==> config.mk <==
export PLATFORM = sky130hd
export DESIGN_NAME = flash_spi_front
export DESIGN_NICKNAME = d
export VERILOG_FILES = /design/src/shared/flash_pkg.sv /design/src/hw/flash_spi_front.sv /design/src/hw/pin_sync.sv /design/src/hw/sector_guard.sv
export SDC_FILE = /design/constraint.sdc
export NUM_CORES = 2
export LEC_CHECK = 0
export BUFFER_PORTS_ARGS = -buffer_cell sky130_fd_sc_hd__buf_4
export CORE_AREA = 2 2 361 363
export CTS_CLUSTER_SIZE = 40
export DETAILED_ROUTE_END_ITERATION = 8
export DIE_AREA = 0 0 363 365
export PLACE_DENSITY = 0.72
export SETUP_SLACK_MARGIN = 0.15
export SKIP_CTS_REPAIR_TIMING = 1
export SLEW_MARGIN = 30
export SYNTH_ARGS = -nofsm -noshare
export SYNTH_HDL_FRONTEND = slang
export SYNTH_SLANG_ARGS = --single-unit
==> constraint.sdc <==
create_clock -name SYS_CLK -period 4.9 [get_ports SYS_CLK]
set_input_delay 0 -clock SYS_CLK [delete_from_list [all_inputs] [get_ports SYS_CLK]]
set_output_delay 0 -clock SYS_CLK [all_outputs]
set_load 0.1 [all_outputs]
==> src/shared/flash_pkg.sv <==
/*
  constants and carriers shared by the serial flash pin interface.
  assumes a 22-bit byte address space behind the pins (4 Mbyte array).
*/
package flash_pkg;
  // ------------------------------------------------------------
  // geometry
  // ------------------------------------------------------------
  localparam int ADDR_W = 22;
  localparam int SECTORS = 64;
  localparam int SECTOR_LSB = 16;
  localparam int OTP_BYTES = 128;
  localparam int PAGE_W = 8;
  localparam logic [21:0] MASK_4K = 22'h000fff;
  localparam logic [21:0] MASK_32K = 22'h007fff;
  localparam logic [21:0] MASK_64K = 22'h00ffff;

  // ------------------------------------------------------------
  // opcodes
  // ------------------------------------------------------------
  localparam logic [7:0] OP_READ = 8'h03;
  localparam logic [7:0] OP_DREAD = 8'h3b;
  localparam logic [7:0] OP_PROG = 8'h02;
  localparam logic [7:0] OP_DPROG = 8'ha2;
  localparam logic [7:0] OP_ER4K = 8'h20;
  localparam logic [7:0] OP_ER32K = 8'h52;
  localparam logic [7:0] OP_ER64K = 8'hd8;
  localparam logic [7:0] OP_ERCHIP = 8'h60;
  localparam logic [7:0] OP_PROT = 8'h36;
  localparam logic [7:0] OP_UNPROT = 8'h39;
  localparam logic [7:0] OP_GPROT = 8'h7e;
  localparam logic [7:0] OP_GUNPROT = 8'h7f;
  localparam logic [7:0] OP_LOCK = 8'h33;
  localparam logic [7:0] OP_OTP_PROG = 8'h9b;
  localparam logic [7:0] OP_OTP_READ = 8'h77;
  localparam logic [7:0] OP_STATUS = 8'h05;
  localparam logic [7:0] OP_SUSPEND = 8'hb0;
  localparam logic [7:0] OP_RESUME = 8'hd0;
  localparam logic [7:0] OP_RESET = 8'hf0;

  // ------------------------------------------------------------
  // array operations and reset values
  // ------------------------------------------------------------
  localparam logic [2:0] AOP_PROG = 3'h0;
  localparam logic [2:0] AOP_ER4K = 3'h1;
  localparam logic [2:0] AOP_ER32K = 3'h2;
  localparam logic [2:0] AOP_ER64K = 3'h3;
  localparam logic [2:0] AOP_ERCHIP = 3'h4;
  localparam logic [7:0] OTP_RESET = 8'hff;
  localparam logic [63:0] PROT_RESET = 64'hffffffffffffffff;
  localparam logic [63:0] LOCK_RESET = 64'h0;
  // order {cs_n, sck, si, soi, wp_n}; cs_n and wp_n rest high
  localparam logic [4:0] PINS_RESET = 5'h11;

  typedef struct packed {
    logic rd;
    logic wr;
    logic start;
    logic abort;
    logic suspend;
    logic [2:0] op;
    logic [21:0] addr;
    logic [7:0] wdata;
  } arr_req_s;

  typedef struct packed {
    logic prot;
    logic unprot;
    logic gprot;
    logic gunprot;
    logic lock;
    logic [5:0] sector;
  } guard_cmd_s;
endpackage

==> src/hw/flash_spi_front.sv <==
/*
  pin-level serial front end of a serial flash, sampled by SYS_CLK.
  assumes SCK runs well below SYS_CLK/4 and an array engine sits on ARR_*.
*/
// What this block does
// - chip select high: standby once not busy, outputs released
// - deselected: serial input ignored
// - cs falling starts, cs rising ends operation
// - self-timed op continues past cs rising
// - capture input bits on rising clock
// - drive output bits on falling clock
// - dual read drives two bits per fall
// - dual program captures two bits per rise
// - only clock modes 0 and 3
// - write-protect low freezes sector unprotection
// - program writes 1 to 256 bytes, one page
// - erase 4k, 32k, 64k blocks or chip
// - 64 sectors, individual and global protection
// - locked sectors reject program, erase until the next SRST
// - 128-byte security register, each bit programmable once until the next SRST
// - report failures; suspend and resume operations
// - software reset command accepted
module flash_spi_front (
  // clock and reset
  input wire logic SYS_CLK,
  input wire logic SRST,
  // serial pins
  input wire logic CS_N,
  input wire logic SCK,
  input wire logic SI_IN,
  output logic DUAL_LANE_UPPER_OUTPUT,
  output logic DUAL_LANE_UPPER_OE,
  input wire logic DUAL_LANE_LOWER_INPUT,
  output logic SO_OUT,
  output logic SO_OE,
  input wire logic WP_N,
  // array engine
  output flash_pkg::arr_req_s ARR_REQ,
  input wire logic [7:0] ARR_RDATA,
  input wire logic ARR_DONE,
  input wire logic ARR_FAIL,
  // state
  output logic STANDBY
);
  typedef enum logic [5:0] {
    ST_IDLE = 6'h01,
    ST_CMD = 6'h02,
    ST_ADDR = 6'h04,
    ST_DIN = 6'h08,
    ST_DOUT = 6'h10,
    ST_SKIP = 6'h20
  } state_e;

  // ------------------------------------------------------------
  // pins and edges
  // ------------------------------------------------------------
  logic cs_s, sck_s, si_s, soi_s, wp_s;
  logic sck_prev_q, cs_prev_q;
  logic sck_rise, sck_fall, cs_fall;
  logic [63:0] prot;
  flash_pkg::guard_cmd_s gcmd_q, gcmd_d;

  pin_sync #(.W(5), .RST_VAL(flash_pkg::PINS_RESET)) u_sync (
    .clk(SYS_CLK),
    .srst(SRST),
    .d({CS_N, SCK, SI_IN, DUAL_LANE_LOWER_INPUT, WP_N}),
    .q({cs_s, sck_s, si_s, soi_s, wp_s})
  );

  sector_guard #(.N(flash_pkg::SECTORS)) u_guard (
    .clk(SYS_CLK),
    .srst(SRST),
    .cmd(gcmd_q),
    .wp_n(wp_s),
    .prot(prot)
  );

  // sck level at cs fall is never looked at, so idle low or high both work
  assign sck_rise = sck_s & ~sck_prev_q;
  assign sck_fall = ~sck_s & sck_prev_q;
  assign cs_fall = ~cs_s & cs_prev_q;

  // ------------------------------------------------------------
  // helpers
  // ------------------------------------------------------------
  function automatic logic sector_ok(input logic [63:0] p, input logic [21:0] a);
    sector_ok = ~p[a[21:flash_pkg::SECTOR_LSB]];
  endfunction

  function automatic logic busy_ok(input logic [7:0] op, input logic susp);
    logic rd;
    rd = (op == flash_pkg::OP_READ) || (op == flash_pkg::OP_DREAD) || (op == flash_pkg::OP_OTP_READ);
    busy_ok = (op == flash_pkg::OP_STATUS) || (op == flash_pkg::OP_SUSPEND) ||
              (op == flash_pkg::OP_RESUME) || (op == flash_pkg::OP_RESET) || (rd && susp);
  endfunction

  // ------------------------------------------------------------
  // protocol state
  // ------------------------------------------------------------
  state_e state_q, state_d;
  logic [7:0] cmd_q, cmd_d;
  logic [21:0] addr_q, addr_d;
  logic [7:0] sr_in_q, sr_in_d;
  logic [7:0] sr_out_q, sr_out_d;
  logic [7:0] rdata_q, rdata_d;
  logic [2:0] cnt_q, cnt_d;
  logic [1:0] abytes_q, abytes_d;
  logic armed_q, armed_d;
  logic wrote_q, wrote_d;
  logic busy_q, busy_d;
  logic susp_q, susp_d;
  logic fail_q, fail_d;
  logic so_q, so_d, so_oe_q, so_oe_d;
  logic sio_q, sio_d, sio_oe_q, sio_oe_d;
  logic standby_q, standby_d;
  flash_pkg::arr_req_s req_q, req_d;
  logic [7:0] otp_q [flash_pkg::OTP_BYTES];
  logic [7:0] otp_d [flash_pkg::OTP_BYTES];

  logic dual;
  logic [2:0] step, cnt_nx;
  logic [7:0] in_next, out_byte, status, out_b;
  logic byte_done;
  logic [21:0] full_addr;

  always_comb begin
    state_d = state_q;
    cmd_d = cmd_q;
    addr_d = addr_q;
    sr_in_d = sr_in_q;
    sr_out_d = sr_out_q;
    rdata_d = rdata_q;
    cnt_d = cnt_q;
    abytes_d = abytes_q;
    armed_d = armed_q;
    wrote_d = wrote_q;
    busy_d = busy_q;
    susp_d = susp_q;
    fail_d = fail_q;
    so_d = so_q;
    so_oe_d = so_oe_q;
    sio_d = sio_q;
    sio_oe_d = sio_oe_q;
    otp_d = otp_q;
    gcmd_d = '0;
    req_d = req_q;
    req_d.rd = 1'b0;
    req_d.wr = 1'b0;
    req_d.start = 1'b0;
    req_d.abort = 1'b0;

    dual = ((state_q == ST_DIN) || (state_q == ST_DOUT)) &&
           ((cmd_q == flash_pkg::OP_DREAD) || (cmd_q == flash_pkg::OP_DPROG));
    step = dual ? 3'h2 : 3'h1;
    cnt_nx = cnt_q + step;
    byte_done = (cnt_nx == 3'h0);
    in_next = dual ? {sr_in_q[5:0], soi_s, si_s} : {sr_in_q[6:0], si_s};
    full_addr = {addr_q[13:0], in_next};
    status = {busy_q, fail_q, susp_q, wp_s, |prot, 3'h0};
    if (cmd_q == flash_pkg::OP_STATUS) out_byte = status;
    else if (cmd_q == flash_pkg::OP_OTP_READ) out_byte = otp_q[addr_q[6:0]];
    else out_byte = rdata_q;
    out_b = (cnt_q == 3'h0) ? out_byte : sr_out_q;

    if (req_q.rd) rdata_d = ARR_RDATA;
    if (ARR_DONE) begin
      busy_d = 1'b0;
      susp_d = 1'b0;
      fail_d = fail_q | ARR_FAIL;
    end

    if (cs_s) begin
      // ------------------------------------------------------------
      // deselected: release lines, run what the frame asked for
      // ------------------------------------------------------------
      so_oe_d = 1'b0;
      sio_oe_d = 1'b0;
      state_d = ST_IDLE;
      if ((state_q != ST_IDLE) && armed_q) begin
        if (!busy_q && ((cmd_q == flash_pkg::OP_PROG) || (cmd_q == flash_pkg::OP_DPROG)) && wrote_q) begin
          if (sector_ok(prot, addr_q)) begin
            req_d.start = 1'b1;
            req_d.op = flash_pkg::AOP_PROG;
            busy_d = 1'b1;
            fail_d = 1'b0;
          end else begin
            fail_d = 1'b1;
          end
        end
        if (!busy_q && ((cmd_q == flash_pkg::OP_ER4K) || (cmd_q == flash_pkg::OP_ER32K) ||
                        (cmd_q == flash_pkg::OP_ER64K))) begin
          if (sector_ok(prot, addr_q)) begin
            req_d.start = 1'b1;
            busy_d = 1'b1;
            fail_d = 1'b0;
            if (cmd_q == flash_pkg::OP_ER4K) begin
              req_d.op = flash_pkg::AOP_ER4K;
              req_d.addr = addr_q & ~flash_pkg::MASK_4K;
            end else if (cmd_q == flash_pkg::OP_ER32K) begin
              req_d.op = flash_pkg::AOP_ER32K;
              req_d.addr = addr_q & ~flash_pkg::MASK_32K;
            end else begin
              req_d.op = flash_pkg::AOP_ER64K;
              req_d.addr = addr_q & ~flash_pkg::MASK_64K;
            end
          end else begin
            fail_d = 1'b1;
          end
        end
        if (!busy_q && (cmd_q == flash_pkg::OP_ERCHIP)) begin
          // one protected sector blocks the whole-array erase
          if (~|prot) begin
            req_d.start = 1'b1;
            req_d.op = flash_pkg::AOP_ERCHIP;
            req_d.addr = '0;
            busy_d = 1'b1;
            fail_d = 1'b0;
          end else begin
            fail_d = 1'b1;
          end
        end
        gcmd_d.sector = addr_q[21:flash_pkg::SECTOR_LSB];
        gcmd_d.prot = !busy_q && (cmd_q == flash_pkg::OP_PROT);
        gcmd_d.unprot = !busy_q && (cmd_q == flash_pkg::OP_UNPROT);
        gcmd_d.gprot = !busy_q && (cmd_q == flash_pkg::OP_GPROT);
        gcmd_d.gunprot = !busy_q && (cmd_q == flash_pkg::OP_GUNPROT);
        gcmd_d.lock = !busy_q && (cmd_q == flash_pkg::OP_LOCK);
        if ((cmd_q == flash_pkg::OP_SUSPEND) && busy_q && !ARR_DONE) susp_d = 1'b1;
        if (cmd_q == flash_pkg::OP_RESUME) susp_d = 1'b0;
        if (cmd_q == flash_pkg::OP_RESET) begin
          req_d.abort = busy_q;
          busy_d = 1'b0;
          susp_d = 1'b0;
          // a failure reported in this very cycle is not lost
          fail_d = ARR_DONE & ARR_FAIL;
        end
      end
    end else begin
      case (state_q)
        ST_IDLE: begin
          if (cs_fall) begin
            state_d = ST_CMD;
            cnt_d = 3'h0;
            abytes_d = 2'h0;
            armed_d = 1'b0;
            wrote_d = 1'b0;
          end
        end
        ST_CMD: begin
          if (sck_rise) begin
            sr_in_d = in_next;
            cnt_d = cnt_nx;
            if (byte_done) begin
              cmd_d = in_next;
              if (busy_q && !busy_ok(in_next, susp_q)) begin
                state_d = ST_SKIP;
              end else if (in_next == flash_pkg::OP_STATUS) begin
                state_d = ST_DOUT;
              end else if ((in_next == flash_pkg::OP_ERCHIP) || (in_next == flash_pkg::OP_GPROT) ||
                           (in_next == flash_pkg::OP_GUNPROT) || (in_next == flash_pkg::OP_SUSPEND) ||
                           (in_next == flash_pkg::OP_RESUME) || (in_next == flash_pkg::OP_RESET)) begin
                state_d = ST_SKIP;
                armed_d = 1'b1;
              end else begin
                state_d = ST_ADDR;
              end
            end
          end
        end
        ST_ADDR: begin
          if (sck_rise) begin
            sr_in_d = in_next;
            cnt_d = cnt_nx;
            if (byte_done) begin
              addr_d = full_addr;
              abytes_d = abytes_q + 2'h1;
              if (abytes_q == 2'h2) begin
                armed_d = 1'b1;
                if ((cmd_q == flash_pkg::OP_READ) || (cmd_q == flash_pkg::OP_DREAD) ||
                    (cmd_q == flash_pkg::OP_OTP_READ)) begin
                  state_d = ST_DOUT;
                  req_d.rd = 1'b1;
                  req_d.addr = full_addr;
                end else if ((cmd_q == flash_pkg::OP_PROG) || (cmd_q == flash_pkg::OP_DPROG) ||
                             (cmd_q == flash_pkg::OP_OTP_PROG)) begin
                  state_d = ST_DIN;
                end else begin
                  state_d = ST_SKIP;
                end
              end
            end
          end
        end
        ST_DIN: begin
          if (sck_rise) begin
            sr_in_d = in_next;
            cnt_d = cnt_nx;
            if (byte_done) begin
              // address wraps inside the page, so one frame never leaves it
              addr_d = {addr_q[21:flash_pkg::PAGE_W], addr_q[7:0] + 8'h1};
              if (cmd_q == flash_pkg::OP_OTP_PROG) begin
                // bits only clear, so each bit can be programmed once until SRST reloads OTP_RESET
                otp_d[addr_q[6:0]] = otp_q[addr_q[6:0]] & in_next;
              end else begin
                wrote_d = 1'b1;
                req_d.wr = sector_ok(prot, addr_q);
                req_d.addr = addr_q;
                req_d.wdata = in_next;
              end
            end
          end
        end
        ST_DOUT: begin
          if (sck_fall) begin
            so_d = out_b[7];
            so_oe_d = 1'b1;
            if (dual) begin
              sio_d = out_b[6];
              sio_oe_d = 1'b1;
            end
            sr_out_d = dual ? {out_b[5:0], 2'h0} : {out_b[6:0], 1'h0};
            cnt_d = cnt_nx;
            if ((cnt_q == 3'h0) && (cmd_q != flash_pkg::OP_STATUS)) begin
              // fetch the following byte while this one shifts out
              addr_d = addr_q + 22'h1;
              req_d.rd = (cmd_q != flash_pkg::OP_OTP_READ);
              req_d.addr = addr_q + 22'h1;
            end
          end
        end
        default: begin
        end
      endcase
    end
    req_d.suspend = susp_d;
    standby_d = cs_s & ~busy_d;
  end

  always_ff @(posedge SYS_CLK) begin
    if (SRST) begin
      state_q <= ST_IDLE;
      cmd_q <= 8'h00;
      addr_q <= '0;
      sr_in_q <= 8'h00;
      sr_out_q <= 8'h00;
      rdata_q <= 8'h00;
      cnt_q <= 3'h0;
      abytes_q <= 2'h0;
      armed_q <= 1'b0;
      wrote_q <= 1'b0;
      busy_q <= 1'b0;
      susp_q <= 1'b0;
      fail_q <= 1'b0;
      so_q <= 1'b0;
      so_oe_q <= 1'b0;
      sio_q <= 1'b0;
      sio_oe_q <= 1'b0;
      standby_q <= 1'b1;
      req_q <= '0;
      gcmd_q <= '0;
      sck_prev_q <= 1'b0;
      cs_prev_q <= 1'b1;
      for (int i = 0; i < flash_pkg::OTP_BYTES; i++) otp_q[i] <= flash_pkg::OTP_RESET;
    end else begin
      state_q <= state_d;
      cmd_q <= cmd_d;
      addr_q <= addr_d;
      sr_in_q <= sr_in_d;
      sr_out_q <= sr_out_d;
      rdata_q <= rdata_d;
      cnt_q <= cnt_d;
      abytes_q <= abytes_d;
      armed_q <= armed_d;
      wrote_q <= wrote_d;
      busy_q <= busy_d;
      susp_q <= susp_d;
      fail_q <= fail_d;
      so_q <= so_d;
      so_oe_q <= so_oe_d;
      sio_q <= sio_d;
      sio_oe_q <= sio_oe_d;
      standby_q <= standby_d;
      req_q <= req_d;
      gcmd_q <= gcmd_d;
      sck_prev_q <= sck_s;
      cs_prev_q <= cs_s;
      otp_q <= otp_d;
    end
  end

  assign SO_OUT = so_q;
  assign SO_OE = so_oe_q;
  assign DUAL_LANE_UPPER_OUTPUT = sio_q;
  assign DUAL_LANE_UPPER_OE = sio_oe_q;
  assign ARR_REQ = req_q;
  assign STANDBY = standby_q;
endmodule

==> src/hw/pin_sync.sv <==
/*
  two-flop synchroniser for a bundle of pin levels.
  assumes each bit is an independent level from outside SYS_CLK.
*/
module pin_sync #(
  parameter int W = 1,
  parameter logic [W-1:0] RST_VAL = '0
) (
  // clock and reset
  input wire logic clk,
  input wire logic srst,
  // levels
  input wire logic [W-1:0] d,
  output logic [W-1:0] q
);
  logic [W-1:0] meta_q;
  logic [W-1:0] meta_d;
  logic [W-1:0] q_d;

  always_comb begin
    meta_d = d;
    q_d = meta_q;
  end

  always_ff @(posedge clk) begin
    if (srst) begin
      meta_q <= RST_VAL;
      q <= RST_VAL;
    end else begin
      meta_q <= meta_d;
      q <= q_d;
    end
  end
endmodule

==> src/hw/sector_guard.sv <==
/*
  per-sector protection and lockdown bits.
  assumes commands arrive as one-cycle pulses and wp_n is synchronised.
*/
module sector_guard #(
  parameter int N = flash_pkg::SECTORS
) (
  // clock and reset
  input wire logic clk,
  input wire logic srst,
  // commands
  input wire flash_pkg::guard_cmd_s cmd,
  input wire logic wp_n,
  // state
  output logic [N-1:0] prot
);
  logic [N-1:0] prot_q;
  logic [N-1:0] prot_d;
  logic [N-1:0] lock_q;
  logic [N-1:0] lock_d;

  always_comb begin
    prot_d = prot_q;
    lock_d = lock_q;
    if (cmd.prot) prot_d[cmd.sector] = 1'b1;
    if (cmd.gprot) prot_d = '1;
    // wp low freezes every protected sector as it is
    if (wp_n && cmd.unprot) prot_d[cmd.sector] = 1'b0;
    if (wp_n && cmd.gunprot) prot_d = '0;
    if (cmd.lock) lock_d[cmd.sector] = 1'b1;
  end

  always_ff @(posedge clk) begin
    if (srst) begin
      prot_q <= flash_pkg::PROT_RESET;
      lock_q <= flash_pkg::LOCK_RESET;
    end else begin
      prot_q <= prot_d;
      lock_q <= lock_d;
    end
  end

  // locked sectors stay read-only whatever the protect bits say
  assign prot = prot_q | lock_q;
endmodule

After elaboration in Yosys (flattened, before gate mapping)
Cells that the tools add are included.

Word-level logic and storage cells: 453. Flip-flop bits (word level): 1286. Input bits: 17. Output and inout port bits: 43.

Magnitude comparators: 5. Reduce and logical (&&, ||, !) cells: 74. Multiplexer cells: 117. Add/sub/neg operators: 4. Bitwise logic cells: 24. Eq/ne operators: 63.

Operators with widths (number): $bwmux W1024 (1); $mux W64 (4); $mux W22 (10); $or A64 B64 Y64 (3); $pmux W22 S3 (2); $mux W25 (4); $mux W30 (3); $mux W8 (10); $eq A8 B7 Y1 const B (9); $eq A8 B8 Y1 const B (9); $mux W6 (11); $and A64 B64 Y64 (1); $not A64 Y64 (1); $reduce_or A64 Y1 (1); $bmux W8 S7 (1); $demux W8 S7 (1); $mux W1 (51); $eq A8 B6 Y1 const B (6); $ne A2 B2 Y1 const B (14); $eq A8 B2 Y1 const B (3); $mux W24 (1); $ne A3 B2 Y1 const B (8); $mux W23 (1); $add A22 B1 Y22 const B (1); 52 further kinds (131).

Logic depth before layout (Yosys ltp)
Depth in word-level cells: 16. Mapped depth: 20. Mapped depth without buffers: 14.

By module
Synthesis repeated with hierarchy kept, for this count alone.

Cells, all modules: 6284. Area, all modules: 56464.2 µm².

Modules (own cells, without submodules): flash_spi_front (instances 1, area an instance 50738.7 µm², cells each 5652, seq. area each 22962.0 µm²); sector_guard (instances 1, area an instance 5462.7 µm², cells each 612, seq. area each 2562.5 µm²); pin_sync (instances 1, area an instance 262.8 µm², cells each 20, seq. area each 200.2 µm²).

Worst setup path after synthesis
No wires, ideal clock.

Path kind: register to register. Start: register cmd_q[2]. End: register otp_q[343] (netlist bit). Period minus slack after synthesis: 4870 ps. Path buffers: 6. Required time: 4780 ps. Setup slack: 30 ps. Arrival: 4750 ps. Setup time: 120 ps. Stages on the path, launching flop included: 19. Cells stage by stage: dfxtp_1 > buf_4 > or3b_4 > or3_4 > a21oi_4 > inv_2 > buf_4 > clkbuf_1 > ha_1 > fa_1 > or4_1 > clkbuf_1 > or3_1 > buf_6 > nor3_4 > buf_4 > nand2_1 > and2_0 > a211o_1.

Cells in the longest elaborated chain, start to end: 7. Elaborated cells between the ends (all ways): 12. Classes of those cells: add/sub (1); eq/ne (3); mux (3); bitwise (1); reduce/logical (4).

RTL lines: start, declared (line flash_spi_front.sv:101) `logic [7:0] cmd_q, cmd_d;`; start signal, assigned (line flash_spi_front.sv:366) `cmd_q <= cmd_d;`; $eq A8 B6 Y1 or $eq A8 B8 Y1 (tied branches) (line flash_spi_front.sv:153) `((cmd_q == flash_pkg::OP_DREAD) || (cmd_q == flash_pkg::OP_DPROG));`; $logic_or A1 B1 Y1 (line flash_spi_front.sv:153); $logic_and A1 B1 Y1 (line flash_spi_front.sv:152) `dual = ((state_q == ST_DIN) || (state_q == ST_DOUT)) &&`; $mux W2 (line flash_spi_front.sv:154) `step = dual ? 3'h2 : 3'h1;`; $add A3 B2 Y3 (line flash_spi_front.sv:155) `cnt_nx = cnt_q + step;`; $logic_not A3 Y1 (line flash_spi_front.sv:156) `byte_done = (cnt_nx == 3'h0);`; $reduce_and A5 Y1 (no line); end signal, assigned (line flash_spi_front.sv:387) `otp_q <= otp_d;`; end, declared (line flash_spi_front.sv:117) `logic [7:0] otp_q [flash_pkg::OTP_BYTES];`.

Several ways; a longest one is shown, not always the timed one. A chain may end at the register's enable or synchronous reset.

Final worst setup path
Start: register cmd_q[2]. End: register otp_q[663] (netlist bit).

The elaborated chain is that of the path after synthesis.

==> flow_summary.ini <==
[logic_synthesis]
async_reset_ff_share_pct = 0
synthFlopType = dfxtp_1
synth.top_cell.area_share_pct = 44.7
synthAdderAreaFrac_pct = 0.100
syn_area_per_cell_um2 = 8.47
synth_top_family_by_area = compound AO/OA/AOI/OAI gates
yosysWarnings = 0
ys_types = 97
syn_nets = 6812
synth_xor_area_share_pct = 0.228
synth_area_um2 = 57500
synth_seq_cells = 1285
synth_edf_count = 0
seq_area_frac_synth_pct = 44.7
synthTopCellsByArea = dfxtp_1, nand2_1, o211ai_1
synth.area.mux_share_pct = 5.74
synth_top_cell_by_area = dfxtp_1
synth-simple-area-share_pct = 20.7
syn_inst = 6791
synth_compound_area_share_pct = 23.1

[grt]
grt_pass1_wl_mm = 329
grt_pass1_vias = 51100
antenna_found_initial = 10
grt_max_degree = 146
gr-total-overflow = 0
grt.total_usage_pct = 32.5

[cts]
cts_tree = built
clk_latency_ps = 800
ctsLongestPathBuffers = 3
cts_root_buffer = clkbuf_16
cts_buffers = 137
clock-sinks = 1285
path_clk_slew_ps = 60
cts_max_level = 4

[worst_setup_path]
cp_cell_sequence = or3b_4 > or3_4 > a21oi_4 > inv_4 > ha_2 > fa_1 > xor2_1 > or4_1 > or3_1 > buf_4 > nor3_4 > buf_12 > nand2_1 > and2_0 > a211o_1
critPathMaxFanout = 12
slowest_delay_ps = 470
crit_type = reg2reg
worstSetupStartpointType = register
slowest_stage = fa_1
critPathCaptureType = register
worstPathArrival_ps = 5300
cp.required_ps = 5580

[flow_run]
maxCapViolations = 0

[placed_design]
portBuffers = 59
dpl.hpwl_mm = 144
place_congestion = 1.00
dpl.cell_count = 8234

[sta]
slew_violations = 0
slew-limit-headroom_pct = 26.9
fin_skew_ps = 34.8
holdWs_ps = 51.5
rsz0062_at_grt = true
setup_viol = 0
hold_violations = 0
fmax_ghz = 0.217
finalSetupTns_ps = 0
min_period_over_period_pct = 94.2
min_period_ps = 4620
worst_pin_slew_ps = 1090

[finish]
final_cells = 8512
area_growth_pct = 14.8
mostFrequentLayoutCells = nand2_1, dfxtp_1, o211ai_1
finish.utilization_pct = 51.3
final_common_cell = nand2_1
nets = 6749
drive_gt1_share_pct = 13.5

[worst_hold_path]
holdCritPathClass = in2reg

[pwr]
swShare_pct = 21.9
comb_power_share_pct = 1.3
internal-power_w = 0.0170
p_leak_nw = 27.0
p_total_w = 0.0217
seqPwrFrac_pct = 48.1
ir_drop_uv = 248
power_density_nw_per_um2 = 329
power.net_switching_w = 0.00477
clkPwrFrac_pct = 50.6

[floorplan]
die_w_um = 363
start_util_pct = 44.7
io_pins = 60
die_y_um = 365
rows = 132
core_area_um2 = 129000
dieArea_um2 = 132000

[status]
status = complete, no violations

[detailed_routing]
firstDrtPassIters = 9
wl_mm = 224
ant_nets = 0
routed_via_density = 6.58
via_count = 56000
drt_iter0_markers = 8434
drc = 0
wl_per_cell_um = 26.3
[power groups by stage]
stage | Sequential, W | Combinational (W) | Clock [W]
3_3_place_gp | 0.0107 | 0.000256 | 0
5_1_grt | 0.0104 | 0.000295 | 0.0114
6_report | 0.0105 | 0.000283 | 0.0110
2_1_floorplan | 0.0107 | 0.000173 | 0
4_1_cts | 0.0105 | 0.000258 | 0.0110
3_5_place_dp | 0.0107 | 0.000257 | 0
[worst max-delay path: cells and delay by family, from the launching register on]
kind                       cells  cell delay (ps)
AOI/OAI and AO/OA              2              450
xor gates and xnor gates       1              180
DFF                            1              310
adders and majority gates      2              640
buffers and inverters          3              520
and+or+nand+nor                7             2380
[final timing paths]
check              startpoint           to  slack, ps  depth (start not counted)
max                  cmd_q[2]   otp_q[663]        280                         15
max reg2reg          cmd_q[2]   otp_q[663]        280                         15
min              ARR_RDATA[2]   rdata_q[2]         50                          4
min reg2reg  u_sync.meta_q[0]  u_sync.q[0]        410                          1
[cell usage after synthesis (all sizes together), types with 10 or more instances]
library cell and n:
a211o 135, a211oi 77, a21o 15, a21oi 206, a221o 35, a221oi 118, a22o 23, a22oi 144
a31oi 22, and2 145, and3 23, and3b 11, buf 278, clkbuf 405, dfxtp 1285, inv 21
mux2 115, mux2i 130, mux4 31, nand2 1503, nand2b 25, nand3 302, nand4 32, nor2 463
nor2b 23, nor3 69, nor3b 16, nor4 55, o211ai 528, o21ai 155, o221ai 14, o22ai 18
o2bb2ai 18, o311ai 168, o31ai 10, or2 13, or3 13
[cell families (layout without fill, tap and decap cells)]
kind of cell,Yosys count,count (layout)
AOI/OAI and AO/OA,1782,1782
xor gates and xnor gates,15,15
adders and majority gates,4,4
buffers and inverters,706,748
DFF,1285,1285
muxes,276,276
other,0,4
and+or+nand+nor,2723,2723
[metrics by stage]
step | cell area, um^2 | setup slack (ps)
CTS | 65600 | 191
floorplan | 57500 | 171
global placement | 60900 | 198
detailed placement | 60900 | 186
global route | 66000 | 116
finish | 66000 | 284
[registers in the layout, summed over array words and instances, names as in the netlist, 2 cells and up]
name / cells
ARR_REQ: 38
abytes_q: 2
addr_q: 22
cmd_q: 8
cnt_q: 3
gcmd_q: 11
otp_q: 1024
rdata_q: 8
sr_in_q: 7
sr_out_q: 7
state_q: 6
u_guard.lock_q: 64
u_guard.prot_q: 64
u_sync.meta_q: 5
u_sync.q: 5
[per-layer routing]
| layer | part of all wire (%) | global-route usage [%] |
|---|---|---|
| met4 | 7.3 | 21.0 |
| met3 | 12 | 8.31 |
| met5 | 0.034 | 0 |
| met1 | 38 | 42.3 |
| met2 | 42 | 47.7 |
[cell type report]
cell class,count,area (um^2)
sequential,1285,25700
clock inverter,46,752
fill,11800,62600
tap,1675,2100
multi-input combinational,4800,28900
inverter,23,96.3
timing repair buffer,481,4450
antenna,4,10.0
clock buffer,198,3960
(Power assumes the default switching activity.)
